**src/core/meas_pkg.sv**
```systemverilog
// Constants, register map and carrier types for the redundant and stack measurement controller
package meas_pkg;

    // Register word offsets (byte addresses)
    localparam logic [5:0] OFS_CONTROL = 6'h00;
    localparam logic [5:0] OFS_SELECT = 6'h04;
    localparam logic [5:0] OFS_PARTITION = 6'h08;
    localparam logic [5:0] OFS_HIGH = 6'h0C;
    localparam logic [5:0] OFS_LOW = 6'h10;
    localparam logic [5:0] OFS_STACK = 6'h14;
    localparam logic [5:0] OFS_STATUS = 6'h18;
    localparam logic [5:0] OFS_INTERVAL = 6'h1C;
    localparam logic [5:0] OFS_PLAUS = 6'h20;

    // Control register fields
    localparam int CTL_RED_START = 0;
    localparam int CTL_STACK_START = 1;
    localparam int CTL_PRIM_START = 2;
    localparam int CTL_RES_LO = 4;
    localparam int CTL_RES_W = 2;

    // Result field layout in the high and low registers
    localparam int RES_CODE_W = 11;
    localparam int RES_CNT_LO = 16;
    localparam int CNT_W = 2;
    localparam int STACK_W = 16;
    localparam int CELLS = 12;
    localparam int SUM_W = 20;

    // Reset values
    localparam logic [11:0] SELECT_RST = 12'h001;
    localparam logic [11:0] PARTITION_RST = 12'hFFF;
    localparam logic [15:0] INTERVAL_RST = 16'h0040;
    localparam logic [11:0] MARGIN_RST = 12'h000;

    // Stack resolution codes
    localparam logic [1:0] RES_10 = 2'h0;
    localparam logic [1:0] RES_14 = 2'h1;
    localparam logic [1:0] RES_15 = 2'h2;
    localparam logic [1:0] RES_16 = 2'h3;

    // Timing
    localparam int CLK_HZ = 25000000;
    localparam int ADC_DIV = 64;
    localparam int CMP_WINDOW_LOG2 = 10;
    localparam int AVE_TIME_NS = 298000;
    localparam int AVE_CYCLES = (AVE_TIME_NS * (CLK_HZ / 1000000)) / 1000;
    localparam int AVE_W = 13;
    localparam int PLAUS_MV = 78;

    typedef enum logic [1:0] {IDLE, SAMPLING, AVERAGING} red_state_e;

    typedef struct packed {
        logic [5:0] address;
        logic read;
        logic write;
        logic [31:0] writedata;
    } bus_req_s;

    typedef struct packed {
        logic [31:0] readdata;
        logic waitrequest;
    } bus_rsp_s;

    typedef struct packed {
        red_state_e redState;
        logic [11:0] selectReg;
        logic [11:0] partitionReg;
        logic [1:0] stackRes;
        logic [15:0] intervalReg;
        logic [11:0] marginReg;
        logic [5:0] divCnt;
        logic [15:0] sampleCnt;
        logic [15:0] stackCnt;
        logic stackBusy;
        logic [AVE_W-1:0] aveCnt;
        logic [26:0] highAcc;
        logic [26:0] lowAcc;
        logic [10:0] highCode;
        logic [10:0] lowCode;
        logic [1:0] highUpd;
        logic [1:0] lowUpd;
        logic [15:0] stackCode;
        logic plausFail;
        logic cfgError;
        logic [9:0] cmpCnt;
        logic cmpTick;
        logic primStart;
        logic [31:0] readData;
        logic ack;
    } core_s;

endpackage

```
**src/core/redundant_stack_meas.sv**
```systemverilog
// Redundant cell and stack voltage measurement controller with Avalon-MM registers
`timescale 1ns/1ps
module redundant_stack_meas
    import meas_pkg::*;
(
    input wire logic ref_clk,
    input wire logic rst_n,
    input wire bus_req_s busReq,
    output bus_rsp_s busRsp,
    input wire logic adcTick,
    input wire logic [CELLS*RES_CODE_W-1:0] cellCodes,
    input wire logic [STACK_W-1:0] stackTopSample,
    output logic primStart,
    output logic stackActive,
    output logic cmpTick
);

    // ------------------------------------------------------------
    // Helpers
    // ------------------------------------------------------------
    function automatic logic [10:0] cellAt(input logic [CELLS*RES_CODE_W-1:0] v, input int i);
        cellAt = v[i*RES_CODE_W +: RES_CODE_W];
    endfunction

    // Binary search: narrows each candidate one bit at a time against selected cells
    function automatic logic [10:0] searchExtreme(input logic [CELLS*RES_CODE_W-1:0] v,
                                                 input logic [11:0] sel, input logic findHigh);
        logic [10:0] guess;
        logic [10:0] trial;
        logic hit;
        guess = 11'h000;
        trial = 11'h000;
        hit = 1'b0;
        for (int b = RES_CODE_W - 1; b >= 0; b--) begin
            trial = guess | (11'h001 << b);
            hit = 1'b0;
            for (int c = 0; c < CELLS; c++) begin
                if (sel[c] && (findHigh ? (cellAt(v, c) >= trial) : (cellAt(v, c) < trial))) begin
                    hit = 1'b1;
                end
            end
            if (findHigh ? hit : !hit) begin
                guess = trial;
            end
        end
        searchExtreme = guess;
    endfunction

    function automatic logic [SUM_W-1:0] cellSum(input logic [CELLS*RES_CODE_W-1:0] v,
                                                input logic [11:0] act);
        logic [SUM_W-1:0] s;
        s = '0;
        for (int c = 0; c < CELLS; c++) begin
            if (act[c]) begin
                s = s + SUM_W'(cellAt(v, c));
            end
        end
        cellSum = s;
    endfunction

    function automatic logic [10:0] average(input logic [26:0] acc, input logic [15:0] n);
        logic [26:0] q;
        q = (n == 16'h0000) ? 27'h0000000 : acc / 27'(n);
        average = q[10:0];
    endfunction

    // Stack resolution mask keeps only the supported bit count
    function automatic logic [15:0] resMask(input logic [1:0] res);
        unique case (res)
            RES_10: resMask = 16'hFFC0;
            RES_14: resMask = 16'hFFFC;
            RES_15: resMask = 16'hFFFE;
            RES_16: resMask = 16'hFFFF;
        endcase
    endfunction

    // ------------------------------------------------------------
    // Input synchronisers for pin-side data
    // ------------------------------------------------------------
    logic [STACK_W-1:0] stackMeta_q;
    logic [STACK_W-1:0] stackSync_q;
    always_ff @(posedge ref_clk or negedge rst_n) begin
        if (!rst_n) begin
            stackMeta_q <= '0;
            stackSync_q <= '0;
        end else begin
            stackMeta_q <= stackTopSample;
            stackSync_q <= stackMeta_q;
        end
    end

    // ------------------------------------------------------------
    // State
    // ------------------------------------------------------------
    core_s s_q;
    core_s s_d;

    logic isWrite;
    logic isRead;
    logic wrCommit;
    logic redLaunch;
    logic stackLaunch;
    logic [10:0] highNow;
    logic [10:0] lowNow;
    logic [SUM_W-1:0] sumNow;
    logic [SUM_W-1:0] stackScaled;
    logic [SUM_W-1:0] sumDiff;

    assign isWrite = busReq.write && !busReq.read;
    assign isRead = busReq.read && !busReq.write;
    // Writes and launches land on the completing edge, where waitrequest is low
    assign wrCommit = isWrite && s_q.ack;
    assign highNow = searchExtreme(cellCodes, s_q.selectReg & s_q.partitionReg, 1'b1);
    assign lowNow = searchExtreme(cellCodes, s_q.selectReg & s_q.partitionReg, 1'b0);
    assign sumNow = cellSum(cellCodes, s_q.partitionReg);
    // Compare at 11-bit cell scale: stack code top bits
    assign stackScaled = SUM_W'(s_q.stackCode[15:6]) << 4;
    assign sumDiff = (sumNow > stackScaled) ? (sumNow - stackScaled) : (stackScaled - sumNow);

    // refused if no usable cell selected
    assign redLaunch = wrCommit && (busReq.address == OFS_CONTROL) && busReq.writedata[CTL_RED_START]
                       && ((s_q.selectReg & s_q.partitionReg) != 12'h000) && (s_q.redState == IDLE);
    assign stackLaunch = wrCommit && (busReq.address == OFS_CONTROL) && busReq.writedata[CTL_STACK_START]
                         && !s_q.stackBusy;

    always_comb begin
        s_d = s_q;
        s_d.ack = 1'b0;
        s_d.primStart = 1'b0;
        // comparator tick every 2^10 ADC samples
        s_d.cmpTick = 1'b0;

        if (adcTick) begin
            s_d.divCnt = s_q.divCnt + 6'h01;
            s_d.cmpCnt = s_q.cmpCnt + 10'h001;
            if (s_q.cmpCnt == 10'h3FF) begin
                s_d.cmpTick = 1'b1;
            end
        end

        // ---------------- Register bus ----------------
        if ((isWrite || isRead) && !s_q.ack) begin
            s_d.ack = 1'b1;
            s_d.readData = 32'h00000000;
            if (isRead) begin
                unique case (busReq.address)
                    OFS_CONTROL: s_d.readData = {26'h0000000, s_q.stackRes, 4'h0};
                    OFS_SELECT: s_d.readData = {20'h00000, s_q.selectReg};
                    OFS_PARTITION: s_d.readData = {20'h00000, s_q.partitionReg};
                    OFS_HIGH: s_d.readData = {14'h0000, s_q.highUpd, 5'h00, s_q.highCode};
                    OFS_LOW: s_d.readData = {14'h0000, s_q.lowUpd, 5'h00, s_q.lowCode};
                    OFS_STACK: s_d.readData = {16'h0000, s_q.stackCode};
                    OFS_STATUS: s_d.readData = {27'h0000000, s_q.cfgError, s_q.plausFail,
                                                s_q.stackBusy, s_q.redState};
                    OFS_INTERVAL: s_d.readData = {16'h0000, s_q.intervalReg};
                    OFS_PLAUS: s_d.readData = {20'h00000, s_q.marginReg};
                    default: s_d.readData = 32'h00000000;
                endcase
            end
        end
        if (wrCommit) begin
            unique case (busReq.address)
                OFS_CONTROL: s_d.stackRes = busReq.writedata[CTL_RES_LO +: CTL_RES_W];
                OFS_SELECT: s_d.selectReg = busReq.writedata[11:0];
                OFS_PARTITION: s_d.partitionReg = busReq.writedata[11:0];
                OFS_INTERVAL: s_d.intervalReg = busReq.writedata[15:0];
                OFS_PLAUS: s_d.marginReg = busReq.writedata[11:0];
                default: ;
            endcase
        end

        // one primary start for all cells
        if (redLaunch || stackLaunch) begin
            s_d.primStart = 1'b1;
        end
        if (wrCommit && (busReq.address == OFS_CONTROL) && busReq.writedata[CTL_RED_START] && !redLaunch
            && (s_q.redState == IDLE)) begin
            s_d.cfgError = 1'b1;
        end

        // ---------------- Redundant measurement ----------------
        unique case (s_q.redState)
            IDLE: begin
                if (redLaunch) begin
                    s_d.redState = SAMPLING;
                    s_d.cfgError = 1'b0;
                    s_d.sampleCnt = 16'h0000;
                    s_d.highAcc = '0;
                    s_d.lowAcc = '0;
                    s_d.divCnt = 6'h00;
                end
            end
            SAMPLING: begin
                // one sample per 64 ADC ticks
                if (adcTick && (s_q.divCnt == 6'(ADC_DIV - 1))) begin
                    s_d.highAcc = s_q.highAcc + 27'(highNow);
                    s_d.lowAcc = s_q.lowAcc + 27'(lowNow);
                    s_d.sampleCnt = s_q.sampleCnt + 16'h0001;
                    if (s_q.sampleCnt + 16'h0001 >= s_q.intervalReg) begin
                        s_d.redState = AVERAGING;
                        s_d.aveCnt = '0;
                    end
                end
            end
            AVERAGING: begin
                if (s_q.aveCnt == AVE_W'(AVE_CYCLES - 1)) begin
                    s_d.redState = IDLE;
                    s_d.highCode = average(s_q.highAcc, s_q.sampleCnt);
                    s_d.lowCode = average(s_q.lowAcc, s_q.sampleCnt);
                    s_d.highUpd = s_q.highUpd + 2'h1;
                    s_d.lowUpd = s_q.lowUpd + 2'h1;
                end else begin
                    s_d.aveCnt = s_q.aveCnt + AVE_W'(1);
                end
            end
            default: s_d.redState = IDLE;
        endcase

        // ---------------- Stack measurement ----------------
        // stack window is the shared primary interval counted in ADC ticks
        if (stackLaunch) begin
            s_d.stackBusy = 1'b1;
            s_d.stackCnt = 16'h0000;
        end else if (s_q.stackBusy && adcTick) begin
            s_d.stackCnt = s_q.stackCnt + 16'h0001;
            if (s_q.stackCnt + 16'h0001 >= s_q.intervalReg) begin
                s_d.stackBusy = 1'b0;
                s_d.stackCode = stackSync_q & resMask(s_q.stackRes);
            end
        end

        // plausibility of cell sum against 10-bit stack
        if (!s_q.stackBusy && (s_q.stackRes == RES_10)) begin
            s_d.plausFail = (sumDiff > SUM_W'(s_q.marginReg));
        end
    end

    always_ff @(posedge ref_clk or negedge rst_n) begin
        if (!rst_n) begin
            s_q <= '{redState: IDLE, selectReg: SELECT_RST, partitionReg: PARTITION_RST,
                     intervalReg: INTERVAL_RST, marginReg: MARGIN_RST, stackRes: RES_16, default: '0};
        end else begin
            s_q <= s_d;
        end
    end

    // ------------------------------------------------------------
    // Outputs
    // ------------------------------------------------------------
    assign busRsp.waitrequest = (busReq.read || busReq.write) && !s_q.ack;
    assign busRsp.readdata = s_q.readData;
    assign primStart = s_q.primStart;
    assign stackActive = s_q.stackBusy;
    assign cmpTick = s_q.cmpTick;

endmodule

```
**config.mk**
```make
export PLATFORM = sky130hd
export DESIGN_NAME = redundant_stack_meas
export DESIGN_NICKNAME = d
export VERILOG_FILES = /design/src/core/meas_pkg.sv /design/src/core/redundant_stack_meas.sv
export SDC_FILE = /design/constraint.sdc
export NUM_CORES = 2
export LEC_CHECK = 0
export ABC_AREA = 1
export ABC_CLOCK_PERIOD_IN_PS = 65600
export BUFFER_PORTS_ARGS = -buffer_cell sky130_fd_sc_hd__clkbuf_2
export CAP_MARGIN = 20
export CORE_ASPECT_RATIO = 0.75
export CORE_MARGIN = 5
export CORE_UTILIZATION = 46
export CTS_CLUSTER_SIZE = 40
export DETAILED_ROUTE_END_ITERATION = 10
export HOLD_SLACK_MARGIN = 0.12
export PLACE_DENSITY = 0.69
export SYNTH_ARGS = -nofsm -noshare
export SYNTH_HDL_FRONTEND = slang
export SYNTH_SLANG_ARGS = --single-unit
```
**constraint.sdc**
```tcl
create_clock -name ref_clk -period 65.6 [get_ports ref_clk]
set_clock_uncertainty 0.2 [all_clocks]
set_input_delay 6.56 -clock ref_clk [delete_from_list [all_inputs] [get_ports ref_clk]]
set_output_delay 6.56 -clock ref_clk [all_outputs]
set_load 0.01 [all_outputs]
```
== Word-level counts from Yosys, hierarchy flattened ==
Cells that the tools add are included.
Storage, ports and cells
  bits in registers: 283
  input port bits: 191
  output and inout port bits: 36
  word-level logic and storage cells: 984
Operators by class
  $add $sub $neg: 22
  divide/modulo/power cells: 2
  magnitude comparators: 268
  equality and inequality tests: 21
  multiplexer cells: 333
  bitwise operators: 3
  reductions and logical operators: 308
Operators by type and width (count)
  greater-or-equal comparator 11 bit: 120
  < comparator 11 bit: 120
  logical AND 1 bit: 280
  two-way mux 1 bit: 274
  two-way mux 20 bit: 12
  adder 20 x 11 -> 20 bit: 11
  one-hot mux 18 bit (9 select lines): 1
  greater-or-equal comparator 11 bit, second input constant: 12
  < comparator 11 bit, second input constant: 12
  one-hot mux 54 bit (2 select lines): 1
  two-way mux 67 bit: 1
  two-way mux 16 bit: 4
  one-hot mux 16 bit (4 select lines): 1
  two-way mux 11 bit: 5
  adder 27 x 11 -> 27 bit: 2
  divider 27 x 16 -> 27 bit: 2
  two-way mux 54 bit: 1
  two-way mux 17 bit: 2
  adder 16 x 1 -> 16 bit, second input constant: 2
  greater-or-equal comparator 16 bit: 2
  one-hot mux 16 bit (2 select lines): 1
  two-way mux 13 bit: 2
  one-hot mux 13 bit (2 select lines): 1
  == test 6 x 5 -> 1 bit, second input constant: 4
  other kinds (41): 84

== Depth between registers and ports, before layout ==
  depth in word-level cells: 168
  gate-level depth with buffers: 493
  gate-level depth less buffers: 464

== Least setup slack after synthesis ==
OpenSTA, ideal clock, no wires.
  kind: register to register
  from: reg s_q[173] (netlist name)
  to: reg s_q[67] (netlist name)
  library setup time: 0.116 ns
  arrival: 60.085 ns
  required time: 65.284 ns
  path slack: 5.198 ns
  stages on the path, launching flop included: 466
  path buffers: 30
  period minus slack after synthesis: 60.402 ns
  cells stage by stage: dfrtp_1 > inv_1 > ha_1 > nor2_1 > nor2_1 > nand4_1 > nand2_2 > ha_1 > nand2_1 > o21ai_0 > nand2_2 > nand2_2 > nand2_1 > ha_1 > inv_1 > o21bai_1 > nand2_1 > nand2_1 > [430 not listed] > inv_2 > clkbuf_2 > o21ai_0 > ha_1 > a21oi_1 > o21ai_0 > a221oi_1 > o21ai_0 > a221oi_1 > o21ai_0 > nand2_1 > o211ai_1 > a221oi_1 > nand4_1 > nor2_1 > nand3_1 > nand2_1 > nand2_1
On the way
  word-level cells in the longest chain between the ends: 2
  elaborated cells on any way between the ends: 3
  those cells by class: div: 1; mux: 1; reduce/logical: 1
Ends and longest elaborated chain
  start, declared: line redundant_stack_meas.sv:95  | core_s s_q;
  start signal, assigned: line redundant_stack_meas.sv:240  | s_q <= '{redState: IDLE, selectReg: SELECT_RST, partitionReg: PARTITION_RST,
  divider 27 x 16 -> 27 bit or logical NOT 16 bit (tied branches): line redundant_stack_meas.sv:63  | q = (n == 16'h0000) ? 27'h0000000 : acc / 27'(n);
  two-way mux 11 bit (*): line redundant_stack_meas.sv:63
Mark *: on every way between the ends. The rest lies on a longest branch, timed or not.
A chain may end at the register's enable or synchronous reset.

== Final worst setup path ==
  from: reg s_q[184] (netlist name)
  to: reg s_q[67] (netlist name)
Same word-level chain as after synthesis.

==> metrics.txt <==
# TYPE chip_impl_metric gauge
chip_impl_info{name="outcome",value="complete, no violations"} 1
chip_impl_metric{name="max_stage_delay",unit="ps"} 450
chip_impl_metric{name="grt_first_pass_wirelength",unit="um"} 338000
chip_impl_metric{name="timing.final.setup_violations",unit=""} 0
chip_impl_metric{name="tritoncts_num_sinks",unit=""} 269
chip_impl_metric{name="gp_routability_congestion",unit=""} 1.06
chip_impl_info{name="most_common_cell_after_layout_fill_and_taps_aside",value="nand2_1"} 1
chip_impl_metric{name="post-route-min-period",unit="ps"} 60070
chip_impl_metric{name="die_area",unit="mm^2"} 0.146
chip_impl_info{name="holdCritStartpoint",value="stackMeta_q[13]$_DFF_PN0_"} 1
chip_impl_metric{name="synthesis.area",unit="mm^2"} 0.0636
chip_impl_metric{name="drt-vias-per-instance",unit=""} 5.63
chip_impl_metric{name="postSynthRegisterBits",unit=""} 269
chip_impl_metric{name="grt_max_degree",unit=""} 78
chip_impl_metric{name="cts.hold.buffers_added",unit=""} 0
chip_impl_metric{name="cts_max_path_buffers",unit=""} 3
chip_impl_metric{name="synth.avg_cell_area",unit="um^2"} 6.40
chip_impl_metric{name="critPathRequiredTime",unit="ps"} 65860
chip_impl_metric{name="rr_worst_depth",unit=""} 447
chip_impl_info{name="clockRootBuffer",value="clkbuf_16"} 1
chip_impl_metric{name="maxCapViolCount",unit=""} 0
chip_impl_metric{name="grt_pass1_vias",unit=""} 61100
chip_impl_info{name="min_path_type",value="reg -> reg"} 1
chip_impl_metric{name="hold_ws",unit="ps"} 152
chip_impl_info{name="worst-setup-path-type",value="reg -> reg"} 1
chip_impl_metric{name="gr-usage-all-layers",unit="%"} 28.6
chip_impl_metric{name="numPortBuffers",unit=""} 196
chip_impl_metric{name="clock_tree.htree_level_count",unit=""} 1
chip_impl_metric{name="ys_async_sr_fraction",unit="%"} 100
chip_impl_metric{name="maximum_fanout_along_the_worst_path",unit=""} 13
chip_impl_metric{name="min_delay_path_depth",unit=""} 0
chip_impl_metric{name="timing.fmax",unit="GHz"} 0.0166
chip_impl_metric{name="row_count",unit=""} 118
chip_impl_info{name="r2r-start",value="s_q[184]$_DFFE_PN0P_"} 1
chip_impl_metric{name="worstMarginPinSlew",unit="ps"} 1220
chip_impl_metric{name="initial_antenna_violation_count",unit=""} 20
chip_impl_info{name="regToRegEndpoint",value="s_q[67]$_DFFE_PN0P_"} 1
chip_impl_metric{name="chipWidth",unit="um"} 439
chip_impl_metric{name="timing_hold_violations_final",unit=""} 0
chip_impl_metric{name="nets",unit=""} 11500
chip_impl_metric{name="synth_warnings",unit=""} 0
chip_impl_metric{name="wl_cell",unit="um"} 18.5
chip_impl_metric{name="met3_usage",unit="%"} 4.72
chip_impl_info{name="critical_path.most_common_cell",value="nand2_1"} 1
chip_impl_metric{name="layout-drive-gt1-share",unit="%"} 11.6
chip_impl_info{name="synth-main-ff-cell",value="dfrtp_1"} 1
chip_impl_metric{name="timing.max_slew.rel_slack",unit="%"} 17.9
chip_impl_info{name="tritoncts_clock_tree",value="yes"} 1
chip_impl_metric{name="drtIter0Drc",unit=""} 6104
chip_impl_metric{name="drc",unit=""} 0
chip_impl_metric{name="globalRouteOverflowTotal",unit=""} 0
chip_impl_info{name="most_frequent_cells_in_the_layout",value="2236 x nand2_1, 1355 x inv_1, 1082 x ha_1"} 1
chip_impl_metric{name="fin_tns_setup",unit="ps"} 0
chip_impl_info{name="endpoint_type_of_the_worst_setup_path",value="flip-flop"} 1
chip_impl_metric{name="dr.pass1.iters",unit=""} 6
chip_impl_metric{name="globalRouteMet2Util",unit="%"} 42.1
chip_impl_metric{name="wl",unit="um"} 224000
chip_impl_metric{name="synth-edff-count",unit=""} 0
chip_impl_metric{name="use_met1",unit="%"} 43.5
chip_impl_info{name="crit_path_start_kind",value="flip-flop"} 1
chip_impl_info{name="min_to",value="stackSync_q[13]$_DFF_PN0_"} 1
chip_impl_metric{name="core_region",unit="mm^2"} 0.138
chip_impl_info{name="synthTopCellsByArea",value="ha_1 21%, nand2_1 13%, dfrtp_1 10%"} 1
chip_impl_metric{name="starting_density_of_the_core",unit="%"} 46.1
chip_impl_metric{name="worst_ep_arrival_time",unit="ps"} 60330
chip_impl_metric{name="insertion_delay",unit="ps"} 590
chip_impl_metric{name="synth_top_area_share",unit="%"} 21.3
chip_impl_metric{name="clkSlewWorstSetupHoldPaths",unit="ps"} 70
chip_impl_metric{name="vias",unit=""} 68100
chip_impl_info{name="crit_slowest_cell",value="ha_1"} 1
chip_impl_metric{name="cts-buffers-inserted",unit=""} 26
chip_impl_metric{name="maxSlewViolCount",unit=""} 0
chip_impl_metric{name="place.detailed.hpwl",unit="um"} 184000
chip_impl_metric{name="floorplan.die.height",unit="um"} 332
chip_impl_metric{name="ant_nets",unit=""} 0
chip_impl_metric{name="yosysSeqAreaShare",unit="%"} 10.6
chip_impl_info{name="gr_busiest_metal",value="met1"} 1
chip_impl_metric{name="count_of_unique_library_cells_instantiated_by_yosys",unit=""} 95
chip_impl_metric{name="synthesis.instances",unit=""} 9933
chip_impl_metric{name="syn_to_final_growth",unit="%"} 9.65
chip_impl_metric{name="num_io_pins",unit=""} 227
chip_impl_metric{name="worst_r2r_setup_slack",unit="ps"} 5530
chip_impl_metric{name="post-route-period-util",unit="%"} 91.6
chip_impl_info{name="post-synth-top-area-cell",value="ha_1"} 1
area by class of cell:
cell class / instances / area (um^2)
Timing Repair Buffer: 444 / 2970
Inverter: 1436 / 5550
Tap cell: 1860 / 2330
Clock inverter: 17 / 239
Clock buffer: 31 / 721
Multi-Input combinational cell: 8002 / 51000
Antenna cell: 16 / 40.0
Fill cell: 13900 / 68000
Sequential cell: 269 / 6750
Timing Repair inverter: 14 / 91.3
sequential cells by signal, indices dropped and copies added (netlist names):
register and count:
busRsp 18, cmpTick 1, primStart 1, s_q 216
stackActive 1, stackMeta_q 16, stackSync_q 16
what timing repair did:
item	CTS	global route
pin swaps	1	58
setup endpoints to repair	2	6
setup buffers	4	117
resized for setup	21	245
gates cloned	3	14
stage by stage:
stage | cell area [um^2] | std cells | util, % | worst slack (ps)
3_5_place_dp | 66700 | 11900 | 48.4 | -1180
3_3_place_gp | 66700 | 11900 | 48.4 | 900
6_report | 69700 | 12100 | 50.6 | 5530
4_1_cts | 67800 | 11900 | 49.2 | 34.0
2_1_floorplan | 63600 | 9946 | - | 5200
5_1_grt | 69700 | 12100 | 50.6 | -506
layer usage:
metal / wire, um / up-vias / share of wire [%]
li1: - / 33800 / -
met1: 108000 / 31700 / 48
met2: 90700 / 2209 / 41
met3: 20100 / 270 / 9.0
met4: 5080 / 6 / 2.3
met5: 35 / - / 0.016
critical path, delay by kind of cell, from the launching register on:
kind	cells	cell delay, ps
fa+ha+maj	26	8310
simple gates	215	21580
xor+xnor	1	190
buf+inv	68	7290
flops	1	440
compound gates	137	21730
logic make-up after synthesis:
| group | count (synthesis) | synth area share (%) |
|---|---|---|
| and+or+nand+nor | 3971 | 28.4 |
| other | 1 | 0.00590 |
| buffers and inverters | 1678 | 10.6 |
| DFF | 269 | 10.6 |
| xor gates and xnor gates | 574 | 7.91 |
| adders and majority gates | 1097 | 21.8 |
| muxes | 1 | 0.0157 |
| AOI/OAI and AO/OA | 2342 | 20.7 |
how the worst max path moves through the flow:
stage / start / end / slack [ps] / cells past startpoint
floorplan: s_q[173]$_DFFE_PN0P_ / s_q[67]$_DFFE_PN0P_ / 5200 / 465
global placement: s_q[183]$_DFFE_PN0P_ / s_q[67]$_DFFE_PN0P_ / 900 / 440
detailed placement: s_q[183]$_DFFE_PN0P_ / s_q[67]$_DFFE_PN0P_ / -1180 / 439
CTS: s_q[183]$_DFFE_PN0P_ / s_q[67]$_DFFE_PN0P_ / 30 / 448
global route: s_q[184]$_DFFE_PN0P_ / s_q[67]$_DFFE_PN0P_ / -510 / 454
finish: s_q[184]$_DFFE_PN0P_ / s_q[67]$_DFFE_PN0P_ / 5530 / 447
cells in the mapped netlist (all sizes together), types with 14 or more instances:
master,count
and2,25
o22ai,72
nor4,55
nor2,663
dfrtp,253
buf,78
or2,97
a211oi,21
o221ai,20
xnor2,221
clkbuf,163
o31ai,66
a31oi,17
dfstp,16
o21a,22
ha,1083
nand2,2371
o21ai,996
o2111ai,15
nand3,470
xor2,353
o21bai,96
inv,1424
a21o,31
o211ai,17
a221oi,24
nor3,116
nand4,140
a21oi,889
fa,14
nand3b,15
Power is not shown: default switching activity piles up to over one toggle a cycle in this logic, so the estimate is an artifact.
